===== config.mk =====
export PLATFORM = sky130hd
export DESIGN_NAME = osc_ctrl
export DESIGN_NICKNAME = d
export VERILOG_FILES = /design/src/design/osc_pkg.sv /design/src/design/osc_ctrl.sv
export VERILOG_INCLUDE_DIRS = /design/src /design/src/design
export SDC_FILE = /design/constraint.sdc
export NUM_CORES = 1
export LEC_CHECK = 0
export BUFFER_PORTS_ARGS = -buffer_cell sky130_fd_sc_hd__buf_2
export CORE_UTILIZATION = 51
export CTS_CLUSTER_SIZE = 25
export DETAILED_ROUTE_END_ITERATION = 12
export PLACE_DENSITY_LB_ADDON = 0.3
export SKIP_CTS_REPAIR_TIMING = 1
export SYNTH_ARGS = -nofsm -noshare
export SYNTH_HDL_FRONTEND = slang
export SYNTH_SLANG_ARGS = --single-unit

===== constraint.sdc =====
create_clock -name clk -period 2.1 [get_ports clk]
set_input_delay 0.525 -clock clk [delete_from_list [all_inputs] [get_ports clk]]
set_output_delay 0.525 -clock clk [all_outputs]
set_load 0.05 [all_outputs]

===== src/design/osc_defs.svh =====
// offsets, field positions, reset values and timing counts of the oscillator control
`ifndef OSC_DEFS_SVH
`define OSC_DEFS_SVH
`define OSC_ADDR_CTL        12'hF86
`define OSC_ADDR_TRIM       12'hF87
`define OSC_ADDR_STAT       12'hF88
`define OSC_ADDR_MASK       12'hF89
`define OSC_BIT_RC_EN       7
`define OSC_BIT_RSVD        6
`define OSC_BIT_WDT_EN      5
`define OSC_BIT_PFD_EN      4
`define OSC_BIT_WFD_EN      3
`define OSC_CTL_RESET       8'hA0
`define OSC_UNLOCK_FIRST    8'hE7
`define OSC_UNLOCK_SECOND   8'h18
`define OSC_STAT_PRIMARY    0
`define OSC_STAT_WATCHDOG   1
`define OSC_WDT_FAIL_CYCLES 14'd8004
`define OSC_PRIMARY_WINDOW  14'd8191
`endif


===== src/design/osc_pkg.sv =====
// types of the oscillator control block
package osc_pkg;
   typedef enum logic [1:0] {
      OSC_LOCKED  = 2'b00,
      OSC_HALF    = 2'b01,
      OSC_OPEN    = 2'b10
   } osc_lock_t;
   typedef enum logic [2:0] {
      OSC_SRC_RC_FAST = 3'b000,
      OSC_SRC_RC_SLOW = 3'b001,
      OSC_SRC_WDT     = 3'b011,
      OSC_SRC_EXT     = 3'b100
   } osc_src_t;
endpackage


===== src/design/osc_ctrl.sv =====
// oscillator source control register, unlock sequencer, trim and clock failure detectors
`timescale 1ns/1ps
`include "osc_defs.svh"
module osc_ctrl
   import osc_pkg::*;
(
   input  wire logic        clk,
   input  wire logic        reset_n,
   input  wire logic [11:0] addr,
   input  wire logic [7:0]  wdata,
   input  wire logic        wr_en,
   input  wire logic        rd_en,
   output logic      [7:0]  rdata,
   input  wire logic [7:0]  option_trim,
   input  wire logic        primary_tick,
   input  wire logic        watchdog_tick,
   output logic             rc_osc_enable,
   output logic             watchdog_osc_enable,
   output logic             primary_fail_detect_enable,
   output logic             watchdog_osc_fail_detect_enable,
   output logic      [2:0]  system_clock_source_select,
   output logic      [7:0]  rc_trim,
   output logic             primary_fail_nmi,
   output logic             watchdog_fail_nmi,
   output logic             irq
);
   function automatic logic src_legal(input logic [2:0] code);
      return code == OSC_SRC_RC_FAST || code == OSC_SRC_RC_SLOW ||
             code == OSC_SRC_WDT || code == OSC_SRC_EXT;
   endfunction

   osc_lock_t   lock_q;
   logic [7:0]  ctl_q;
   logic [2:0]  src_q;
   logic [7:0]  trim_q;
   logic        trim_own_q;
   logic [1:0]  stat_q;
   logic [1:0]  mask_q;
   logic [13:0] pcnt_q;
   logic [13:0] wcnt_q;
   logic        pfail_q;
   logic        wfail_q;
   logic        wfail_dead_q;
   logic        wr_ctl;
   logic        data_wr;
   logic        pfail_ev;
   logic        wfail_ev;

   assign wr_ctl  = wr_en && addr == `OSC_ADDR_CTL;
   assign data_wr = wr_ctl && lock_q == OSC_OPEN;

   always_ff @(posedge clk or negedge reset_n) begin
      if (!reset_n) begin
         lock_q <= OSC_LOCKED;
      end else if (wr_ctl) begin
         unique case (lock_q)
            OSC_LOCKED: lock_q <= (wdata == `OSC_UNLOCK_FIRST) ? OSC_HALF : OSC_LOCKED;
            OSC_HALF:   lock_q <= (wdata == `OSC_UNLOCK_SECOND) ? OSC_OPEN :
                                  (wdata == `OSC_UNLOCK_FIRST) ? OSC_HALF : OSC_LOCKED;
            OSC_OPEN:   lock_q <= OSC_LOCKED;
            default:    lock_q <= OSC_LOCKED;
         endcase
      end
   end

   always_ff @(posedge clk or negedge reset_n) begin
      if (!reset_n) begin
         ctl_q <= `OSC_CTL_RESET;
      end else if (data_wr) begin
         ctl_q <= {wdata[7], 1'b0, wdata[5:0]};
      end
   end

   // running source: reserved codes keep it, primary failure forces watchdog
   always_ff @(posedge clk or negedge reset_n) begin
      if (!reset_n) begin
         src_q <= OSC_SRC_RC_FAST;
      end else if (pfail_ev) begin
         src_q <= OSC_SRC_WDT;
      end else if (data_wr && src_legal(wdata[2:0])) begin
         src_q <= wdata[2:0];
      end
   end

   assign rc_osc_enable                   = ctl_q[`OSC_BIT_RC_EN];
   assign watchdog_osc_enable             = ctl_q[`OSC_BIT_WDT_EN];
   assign primary_fail_detect_enable      = ctl_q[`OSC_BIT_PFD_EN];
   assign watchdog_osc_fail_detect_enable = ctl_q[`OSC_BIT_WFD_EN];
   assign system_clock_source_select      = src_q;

   always_ff @(posedge clk or negedge reset_n) begin
      if (!reset_n) begin
         trim_own_q <= 1'b0;
         trim_q     <= 8'h00;
      end else if (wr_en && addr == `OSC_ADDR_TRIM) begin
         trim_own_q <= 1'b1;
         trim_q     <= wdata;
      end
   end
   assign rc_trim = trim_own_q ? trim_q : option_trim;

   // primary detector: no primary tick within the window means loss if the watchdog oscillator is enabled, not yet failed and not the source
   assign pfail_ev = primary_fail_detect_enable && !wfail_dead_q && watchdog_osc_enable &&
                     src_q != OSC_SRC_WDT && !pfail_q && pcnt_q == `OSC_PRIMARY_WINDOW;
   always_ff @(posedge clk or negedge reset_n) begin
      if (!reset_n) begin
         pcnt_q  <= 14'h0000;
         pfail_q <= 1'b0;
      end else if (!primary_fail_detect_enable || primary_tick) begin
         pcnt_q  <= 14'h0000;
         pfail_q <= 1'b0;
      end else if (pcnt_q != `OSC_PRIMARY_WINDOW) begin
         pcnt_q <= pcnt_q + 14'h0001;
      end else if (pfail_ev) begin
         pfail_q <= 1'b1;
      end
   end

   assign wfail_ev = watchdog_osc_fail_detect_enable && !wfail_q &&
                     wcnt_q == `OSC_WDT_FAIL_CYCLES - 14'd1 && !watchdog_tick;
   always_ff @(posedge clk or negedge reset_n) begin
      if (!reset_n) begin
         wcnt_q       <= 14'h0000;
         wfail_q      <= 1'b0;
         wfail_dead_q <= 1'b0;
      end else if (!watchdog_osc_fail_detect_enable || watchdog_tick) begin
         wcnt_q  <= 14'h0000;
         wfail_q <= 1'b0;
      end else if (wfail_ev) begin
         wcnt_q       <= `OSC_WDT_FAIL_CYCLES;
         wfail_q      <= 1'b1;
         wfail_dead_q <= 1'b1;
      end else if (!wfail_q) begin
         wcnt_q <= wcnt_q + 14'h0001;
      end
   end

   always_ff @(posedge clk or negedge reset_n) begin
      if (!reset_n) begin
         primary_fail_nmi  <= 1'b0;
         watchdog_fail_nmi <= 1'b0;
      end else begin
         primary_fail_nmi  <= pfail_ev;
         watchdog_fail_nmi <= wfail_ev;
      end
   end

   // sticky status, set wins over write-one clear
   always_ff @(posedge clk or negedge reset_n) begin
      if (!reset_n) begin
         stat_q <= 2'b00;
      end else begin
         stat_q <= (stat_q & ~((wr_en && addr == `OSC_ADDR_STAT) ? wdata[1:0] : 2'b00))
                   | {wfail_ev, pfail_ev};
      end
   end

   always_ff @(posedge clk or negedge reset_n) begin
      if (!reset_n) begin
         mask_q <= 2'b00;
      end else if (wr_en && addr == `OSC_ADDR_MASK) begin
         mask_q <= wdata[1:0];
      end
   end
   assign irq = |(stat_q & mask_q);

   always_ff @(posedge clk or negedge reset_n) begin
      if (!reset_n) begin
         rdata <= 8'h00;
      end else if (rd_en) begin
         unique case (addr)
            `OSC_ADDR_CTL:  rdata <= {ctl_q[7], 1'b0, ctl_q[5:3], src_q};
            `OSC_ADDR_TRIM: rdata <= rc_trim;
            `OSC_ADDR_STAT: rdata <= {6'h00, stat_q};
            `OSC_ADDR_MASK: rdata <= {6'h00, mask_q};
            default:        rdata <= 8'h00;
         endcase
      end else begin
         rdata <= 8'h00;
      end
   end

   // shadow quiet counters kept apart from the detectors, read by the checkers only
   logic [13:0] wquiet_q;
   logic [13:0] pquiet_q;

   always_ff @(posedge clk or negedge reset_n) begin
      if (!reset_n) begin
         wquiet_q <= 14'h0000;
      end else if (!watchdog_osc_fail_detect_enable || watchdog_tick) begin
         wquiet_q <= 14'h0000;
      end else if (wquiet_q != 14'h3FFF) begin
         wquiet_q <= wquiet_q + 14'h0001;
      end
   end

   always_ff @(posedge clk or negedge reset_n) begin
      if (!reset_n) begin
         pquiet_q <= 14'h0000;
      end else if (!primary_fail_detect_enable || primary_tick) begin
         pquiet_q <= 14'h0000;
      end else if (pquiet_q != 14'h3FFF) begin
         pquiet_q <= pquiet_q + 14'h0001;
      end
   end

   chk_lock_after_write: assert property (@(posedge clk) disable iff (!reset_n)
      data_wr |=> lock_q == OSC_LOCKED)
      else $error("register not relocked");
   chk_unlock_order: assert property (@(posedge clk) disable iff (!reset_n)
      (lock_q == OSC_LOCKED && wr_ctl) |=> lock_q != OSC_OPEN)
      else $error("bad unlock");
   chk_unlock_second: assert property (@(posedge clk) disable iff (!reset_n)
      (lock_q == OSC_HALF && wr_ctl && wdata == `OSC_UNLOCK_SECOND) |=> lock_q == OSC_OPEN)
      else $error("unlock pair not taken");
   chk_locked_no_change: assert property (@(posedge clk) disable iff (!reset_n)
      (wr_ctl && lock_q != OSC_OPEN) |=> $stable(ctl_q))
      else $error("locked write took");
   chk_half_keeps: assert property (@(posedge clk) disable iff (!reset_n)
      (lock_q == OSC_HALF && !wr_ctl) |=> lock_q == OSC_HALF)
      else $error("half unlock lost");
   chk_open_holds: assert property (@(posedge clk) disable iff (!reset_n)
      (lock_q == OSC_OPEN && !wr_ctl) |=> lock_q == OSC_OPEN)
      else $error("open state lost");
   chk_reserved_bit_zero: assert property (@(posedge clk) disable iff (!reset_n)
      ctl_q[`OSC_BIT_RSVD] == 1'b0)
      else $error("reserved bit set");
   chk_read_rsvd_zero: assert property (@(posedge clk) disable iff (!reset_n)
      (rd_en && addr == `OSC_ADDR_CTL) |=> rdata[`OSC_BIT_RSVD] == 1'b0)
      else $error("reserved bit read as one");
   chk_ctl_write_bits: assert property (@(posedge clk) disable iff (!reset_n)
      data_wr |=> rc_osc_enable == $past(wdata[`OSC_BIT_RC_EN]) &&
                  watchdog_osc_enable == $past(wdata[`OSC_BIT_WDT_EN]) &&
                  primary_fail_detect_enable == $past(wdata[`OSC_BIT_PFD_EN]) &&
                  watchdog_osc_fail_detect_enable == $past(wdata[`OSC_BIT_WFD_EN]))
      else $error("control bits not taken");
   chk_src_legal: assert property (@(posedge clk) disable iff (!reset_n)
      src_legal(src_q))
      else $error("illegal source");
   chk_rsvd_keeps_src: assert property (@(posedge clk) disable iff (!reset_n)
      (data_wr && !src_legal(wdata[2:0]) && !pfail_ev) |=> $stable(src_q))
      else $error("reserved code changed source");
   chk_src_write: assert property (@(posedge clk) disable iff (!reset_n)
      (data_wr && src_legal(wdata[2:0]) && !pfail_ev) |=> src_q == $past(wdata[2:0]))
      else $error("source not taken");
   chk_reset_fields: assert property (@(posedge clk) disable iff (!reset_n)
      $rose(reset_n) |-> system_clock_source_select == OSC_SRC_RC_FAST &&
                         !primary_fail_detect_enable && !watchdog_osc_fail_detect_enable)
      else $error("bad reset fields");
   chk_pfail_switch: assert property (@(posedge clk) disable iff (!reset_n)
      pfail_ev |=> src_q == OSC_SRC_WDT && primary_fail_nmi)
      else $error("no switchover");
   chk_pfail_needs_wdt: assert property (@(posedge clk) disable iff (!reset_n)
      pfail_ev |-> watchdog_osc_enable && src_q != OSC_SRC_WDT)
      else $error("switchover without watchdog");
   chk_pfail_window: assert property (@(posedge clk) disable iff (!reset_n)
      pfail_ev |-> pquiet_q >= `OSC_PRIMARY_WINDOW)
      else $error("primary failure too early");
   chk_pfail_status: assert property (@(posedge clk) disable iff (!reset_n)
      pfail_ev |=> stat_q[`OSC_STAT_PRIMARY])
      else $error("primary status not set");
   chk_pnmi_single: assert property (@(posedge clk) disable iff (!reset_n)
      primary_fail_nmi |=> !primary_fail_nmi)
      else $error("primary event too long");
   chk_wfail_count: assert property (@(posedge clk) disable iff (!reset_n)
      wfail_ev |-> wquiet_q == `OSC_WDT_FAIL_CYCLES - 14'd1)
      else $error("watchdog count wrong");
   chk_wfail_limit: assert property (@(posedge clk) disable iff (!reset_n)
      (watchdog_osc_fail_detect_enable && !watchdog_tick &&
       wquiet_q == `OSC_WDT_FAIL_CYCLES - 14'd1) |-> wfail_ev)
      else $error("watchdog failure missed");
   chk_wfail_no_switch: assert property (@(posedge clk) disable iff (!reset_n)
      (wfail_ev && !pfail_ev && !data_wr) |=> $stable(src_q))
      else $error("watchdog failure switched source");
   chk_wfail_status: assert property (@(posedge clk) disable iff (!reset_n)
      wfail_ev |=> stat_q[`OSC_STAT_WATCHDOG] && watchdog_fail_nmi)
      else $error("watchdog status not set");
   chk_wnmi_single: assert property (@(posedge clk) disable iff (!reset_n)
      watchdog_fail_nmi |=> !watchdog_fail_nmi)
      else $error("watchdog event too long");
   chk_trim_select: assert property (@(posedge clk) disable iff (!reset_n)
      !trim_own_q |-> rc_trim == option_trim)
      else $error("trim not from option");
   chk_trim_override: assert property (@(posedge clk) disable iff (!reset_n)
      (wr_en && addr == `OSC_ADDR_TRIM) |=> rc_trim == $past(wdata))
      else $error("trim not overridden");
   chk_ctl_reset_en: assert property (@(posedge clk) disable iff (!reset_n)
      $rose(reset_n) |-> rc_osc_enable && watchdog_osc_enable)
      else $error("bad reset");

   cov_unlock_write: cover property (@(posedge clk) disable iff (!reset_n) data_wr);
   cov_reserved_code: cover property (@(posedge clk) disable iff (!reset_n)
      data_wr && !src_legal(wdata[2:0]));
   cov_primary_fail: cover property (@(posedge clk) disable iff (!reset_n) pfail_ev);
   cov_watchdog_fail: cover property (@(posedge clk) disable iff (!reset_n) wfail_ev);
   cov_irq: cover property (@(posedge clk) disable iff (!reset_n) $rose(irq));
endmodule


; Word level (Yosys, flattened, before mapping)
; Index checks and enable logic that the tools add are counted.
[op_classes]
addsub = 2
bitwise = 5
n_eq_ne = 17
reduce_logical = 34
mux = 19
[ops]
columns = cell, count
row1 = $mux 14, 5
row2 = $eq 12x12->1 const B, 4
row3 = $pmux 8 s4, 1
row4 = $add 14x1->14 const B, 2
row5 = $eq 14x13->1 const B, 2
row6 = $mux 8, 2
row7 = $logic_and 1x1->1, 14
row8 = $ne 14x13->1 const B, 1
row9 = $eq 8x5->1 const B, 1
row10 = $eq 8x8->1 const B, 1
row11 = $reduce_bool 2->1, 4
row12 = $logic_not 1->1, 6
row13 = $mux 1, 6
row14 = $mux 3, 2
row15 = $logic_or 1x1->1, 5
row16 = $and 2x2->2, 2
row17 = $mux 2, 2
row18 = $pmux 2 s2, 1
row19 = $reduce_and 2->1, 2
row20 = $eq 3x1->1 const B, 1
row21 = $eq 3x2->1 const B, 1
row22 = $eq 3x3->1 const B, 1
row23 = $logic_not 3->1, 1
row24 = $ne 3x1->1 const B, 1
row25 = other kinds (9), 9
[totals]
input_bits = 34
ff_bits = 66
wordCells = 92
output_inout_bits = 26

; Logic depth before layout (Yosys ltp)
[logic_depth]
ltp_word = 9
depth_mapped = 6
mapped_depth_nobuf = 6

; Worst setup path after synthesis
; Ideal clock, no wire load.
[synth_timing]
path_type = input to register
start = input port addr[5]
end = register lock_q[0]
stages = 6
n_path_buf = 1
t_arrival_ns = 1.744
required_ns = 1.975
path_slack_ns = 0.231
setup_time_ns = 0.125
cell_sequence = nor4b_2 -> and2_0 -> buf_2 -> nand2_1 -> nor3b_2 -> mux2_2
[synth_between]
elab_chain_len = 2
[synth_rtl]
columns = element, line_no
row1 = start: declaration, osc_ctrl.sv:9  ; input wire logic [11:0] addr,
row2 = $eq 12x12->1, n/a
row3 = $logic_and 1x1->1 (no source line), n/a
row4 = end signal: assignment, osc_ctrl.sv:57  ; OSC_LOCKED: lock_q <= (wdata == `OSC_UNLOCK_FIRST) ? OSC_HALF : OSC_LOCKED;
row5 = end signal: assignment, osc_ctrl.sv:58  ; OSC_HALF: lock_q <= (wdata == `OSC_UNLOCK_SECOND) ? OSC_OPEN :
row6 = end: declaration, osc_ctrl.sv:32  ; osc_lock_t lock_q;
; Every way passes these cells.
; A chain may end at the register's enable or synchronous reset.

; Worst setup path in the final report
[layout_timing]
start = register trim_own_q
end = output port rc_trim[1]
[layout_between]
elab_chain_len = 1
[layout_rtl]
columns = element, line_no
row1 = start: declaration, osc_ctrl.sv:36  ; logic trim_own_q;
row2 = start signal: assignment, osc_ctrl.sv:93  ; trim_own_q <= 1'b0;
row3 = start signal: assignment, osc_ctrl.sv:96  ; trim_own_q <= 1'b1;
row4 = $mux 8, osc_ctrl.sv:100  ; assign rc_trim = trim_own_q ? trim_q : option_trim;
row5 = end: declaration, osc_ctrl.sv:22  ; output logic [7:0] rc_trim,
; Every way passes these cells.

==> flow_summary.toml <==
[synthesis]
synth_top_area_cell = "dfrtp_1"
synth_area_leaders = "dfrtp_1, mux2_2, nor2_1"
synth.avg_cell_area_sq_um = 10.8
synth_flop_cell = "dfrtp_1"
synth_edf_count = 0
synth.ff_latch_count = 63
synth_top_area_share_pct = 48.3
yosysSeqAreaShare_pct = 50.0
syn-cell-area_sq_mm = 0.00316
synth-async-reset-ratio_pct = 100
yosysWarnings = 0
synth_nets = 329
ys_types = 56
syn_inst = 293

[place]
place.gp.congestion = 0.889
dpl.hpwl_um = 4880
numPortBuffers = 59

[min_path]
worstHoldPathType = "primary input to async pin"

[setup_path]
slowest_delay_ns = 0.48
criticalPathCategory = "flip-flop to output pin"
rrSetupSlack_ns = 0.20
crit_path_end_kind = "output pin"
cp.required_ns = 1.57
cp_top_family = "flip-flops"
crit_path_cell_trace = "mux2_2 > buf_2"
cp_max_fo = 9
arrival_ns = 1.44
critPathLaunchType = "flip-flop"
slowest_stage = "dfrtp_2"
crit_buf_inv = 1

[sta]
report.final.setup_viol = 0
finalCritPeriodShare_pct = 93.4
slew_violations = 0
hold_viol_final = 0
min_period_ns = 1.96
rsz0062_at_grt = "no"
tightest_slew_ns = 0.461
fin_tns_setup_ns = 0
fmax_mhz = 510
max_slew_margin_pct = 68.9
finClkSkew_ns = 0.00608

[layout]
diodes = 0
mostFrequentLayoutCells = "dfrtp_1, buf_2, nor2_1"
fin_nets = 398
area_growth_pct = 18.5
n_fill_cell = 498
layout-drive-gt1-share_pct = 33.2
layout.cells.most_common = "dfrtp_1"

[route]
drtIter0Drc = 78
routed_wirelength_um = 6670
ant_nets = 0
drt-wirelength-per-cell_um = 15.1
viasPerCell = 5.69
firstDrtPassIters = 4
drc = 0
vias = 2513

[global_route]
grt_use_total_pct = 22.0
grt_max_degree = 36
grt_pass1_vias = 2303
grt-ovfl-total = 0
antenna_found_initial = 0
grt_pass1_wl_um = 10600

[die]
die_area_sq_mm = 0.00651
rows = 28
io_pins = 60
die_x_um = 80.7
initial_core_util_pct = 53.0
core_area_sq_mm = 0.00596
die_height_um = 80.7

[power_and_ir_drop]
total_power_mw = 2.26
p_leak_nw = 1.79
power_density_mw_per_mm2 = 603
max-vdd-ir-drop_uv = 466

[cts]
cts_buffers = 9
clk_path_buf_depth = 2
cts_tree = "done"
insertion_delay_ns = 0.35
clkTransAtPathRegs_ns = 0.07
clock_sinks = 63
htree_levels = 3
cts_root_buf = "clkbuf_8"

[run]
drv_cap = 0

[run_status]
status = "complete, no violations"
-- logic make-up (layout without fill, tap and decap cells) --
| family | after synthesis | in the layout | synth area share (%) |
|---|---|---|---|
| and+or+nand+nor | 131 | 131 | 24.2 |
| buffers and inverters | 11 | 85 | 1.35 |
| muxes | 34 | 34 | 11.7 |
| xor gates and xnor gates | 16 | 16 | 4.44 |
| AOI/OAI and AO/OA | 36 | 36 | 7.56 |
| adders and majority gates | 2 | 2 | 0.792 |
| DFF | 63 | 63 | 50.0 |
-- area by class of cell --
cell class | instances | area [sq um] | share of cell area [%]
clock buffer | 9 | 124 | 3.31
clock inverter | 7 | 40.0 | 1.07
inverter | 4 | 15.0 | 0.401
multi-input combinational | 219 | 1540 | 41.1
sequential | 63 | 1580 | 42.2
tap | 75 | 93.8 | 2.51
timing repair buffer | 65 | 353 | 9.43
-- worst paths after layout --
path / startpoint / to / cells after the start
min in group clk: rd_en / rdata[1]$_DFF_PN0_ / 2
setup reg to reg: pcnt_q[0]$_DFFE_PN0P_ / pcnt_q[0]$_DFFE_PN0P_ / 6
setup / recovery: trim_own_q$_DFFE_PN0P_ / rc_trim[1] / 2
hold / removal: reset_n / wcnt_q[1]$_DFFE_PN0P_ / 1
max in group asynchronous: reset_n / ctl_q[7]$_DFFE_PN1P_ / 2
hold reg to reg: wfail_dead_q$_DFFE_PN0P_ / wfail_dead_q$_DFFE_PN0P_ / 1
-- cells in the mapped netlist, types with 2 or more instances --
| cell type | instances |
|---|---|
| nand3_1 | 10 |
| o22ai_1 | 3 |
| mux2_2 | 24 |
| a22o_1 | 2 |
| or2_2 | 2 |
| o21ai_0 | 7 |
| nor2_1 | 31 |
| clkbuf_1 | 5 |
| inv_1 | 4 |
| nor4b_1 | 5 |
| nand2_1 | 23 |
| dfrtp_1 | 61 |
| a21oi_1 | 10 |
| and4_1 | 3 |
| nand3b_1 | 3 |
| dfstp_2 | 2 |
| mux2i_1 | 10 |
| a21o_1 | 2 |
| xnor2_1 | 9 |
| and2_1 | 4 |
| o21a_1 | 4 |
| ha_1 | 2 |
| nor3_1 | 6 |
| xor2_1 | 7 |
| nor2b_1 | 5 |
| and3b_1 | 2 |
| nand2b_1 | 4 |
| and3_1 | 5 |
| a31oi_1 | 2 |
| or3_1 | 2 |
| nand4_1 | 9 |
-- layer usage --
metal,track usage [%],up-vias,share of wire [%]
met3,7.84,12,5.2
met2,33.9,70,47
met4,6.79,0,1.3
met5,0,-,0
li1,-,1197,-
met1,29.0,1234,46
-- worst register-to-register path, stage by stage, from the launching register on --
cell,delay (ns)
dfrtp_1,0.39
ha_1,0.29
nand2_1,0.13
nor4_2,0.46
and2_1,0.27
xor2_1,0.17
nor2_1,0.05
-- power breakdown --
part	switching [mW]	internal, mW
clock network	0.477	0.416
logic	0.0956	0.0551
registers	0.000980	1.21
total	0.573	1.69
-- flip-flops by register name, indices dropped and copies added (netlist names) --
signal                      flops
rdata                           8
trim_own_q                      1
wfail_q                         1
system_clock_source_select      3
mask_q                          2
wcnt_q                         14
stat_q                          2
pfail_q                         1
lock_q                          2
trim_q                          8
watchdog_fail_nmi               1
primary_fail_nmi                1
ctl_q                           4
wfail_dead_q                    1
pcnt_q                         14
-- metrics by stage --
step / instances / setup slack (ns) / utilization, % / cell area (sq um) / hold slack [ns]
floorplan: 293 / 0.231 / - / 3160 / 0.229
global placement: 426 / 0.0993 / 60.1 / 3580 / 0.453
detailed placement: 426 / 0.0292 / 60.1 / 3580 / 0.463
CTS: 442 / 0.0349 / 62.8 / 3740 / 0.0848
global route: 442 / 0.0831 / 62.9 / 3740 / 0.0940
finish: 442 / 0.139 / 62.9 / 3740 / 0.0869
Note: power is estimated with default switching activity, not from simulation.
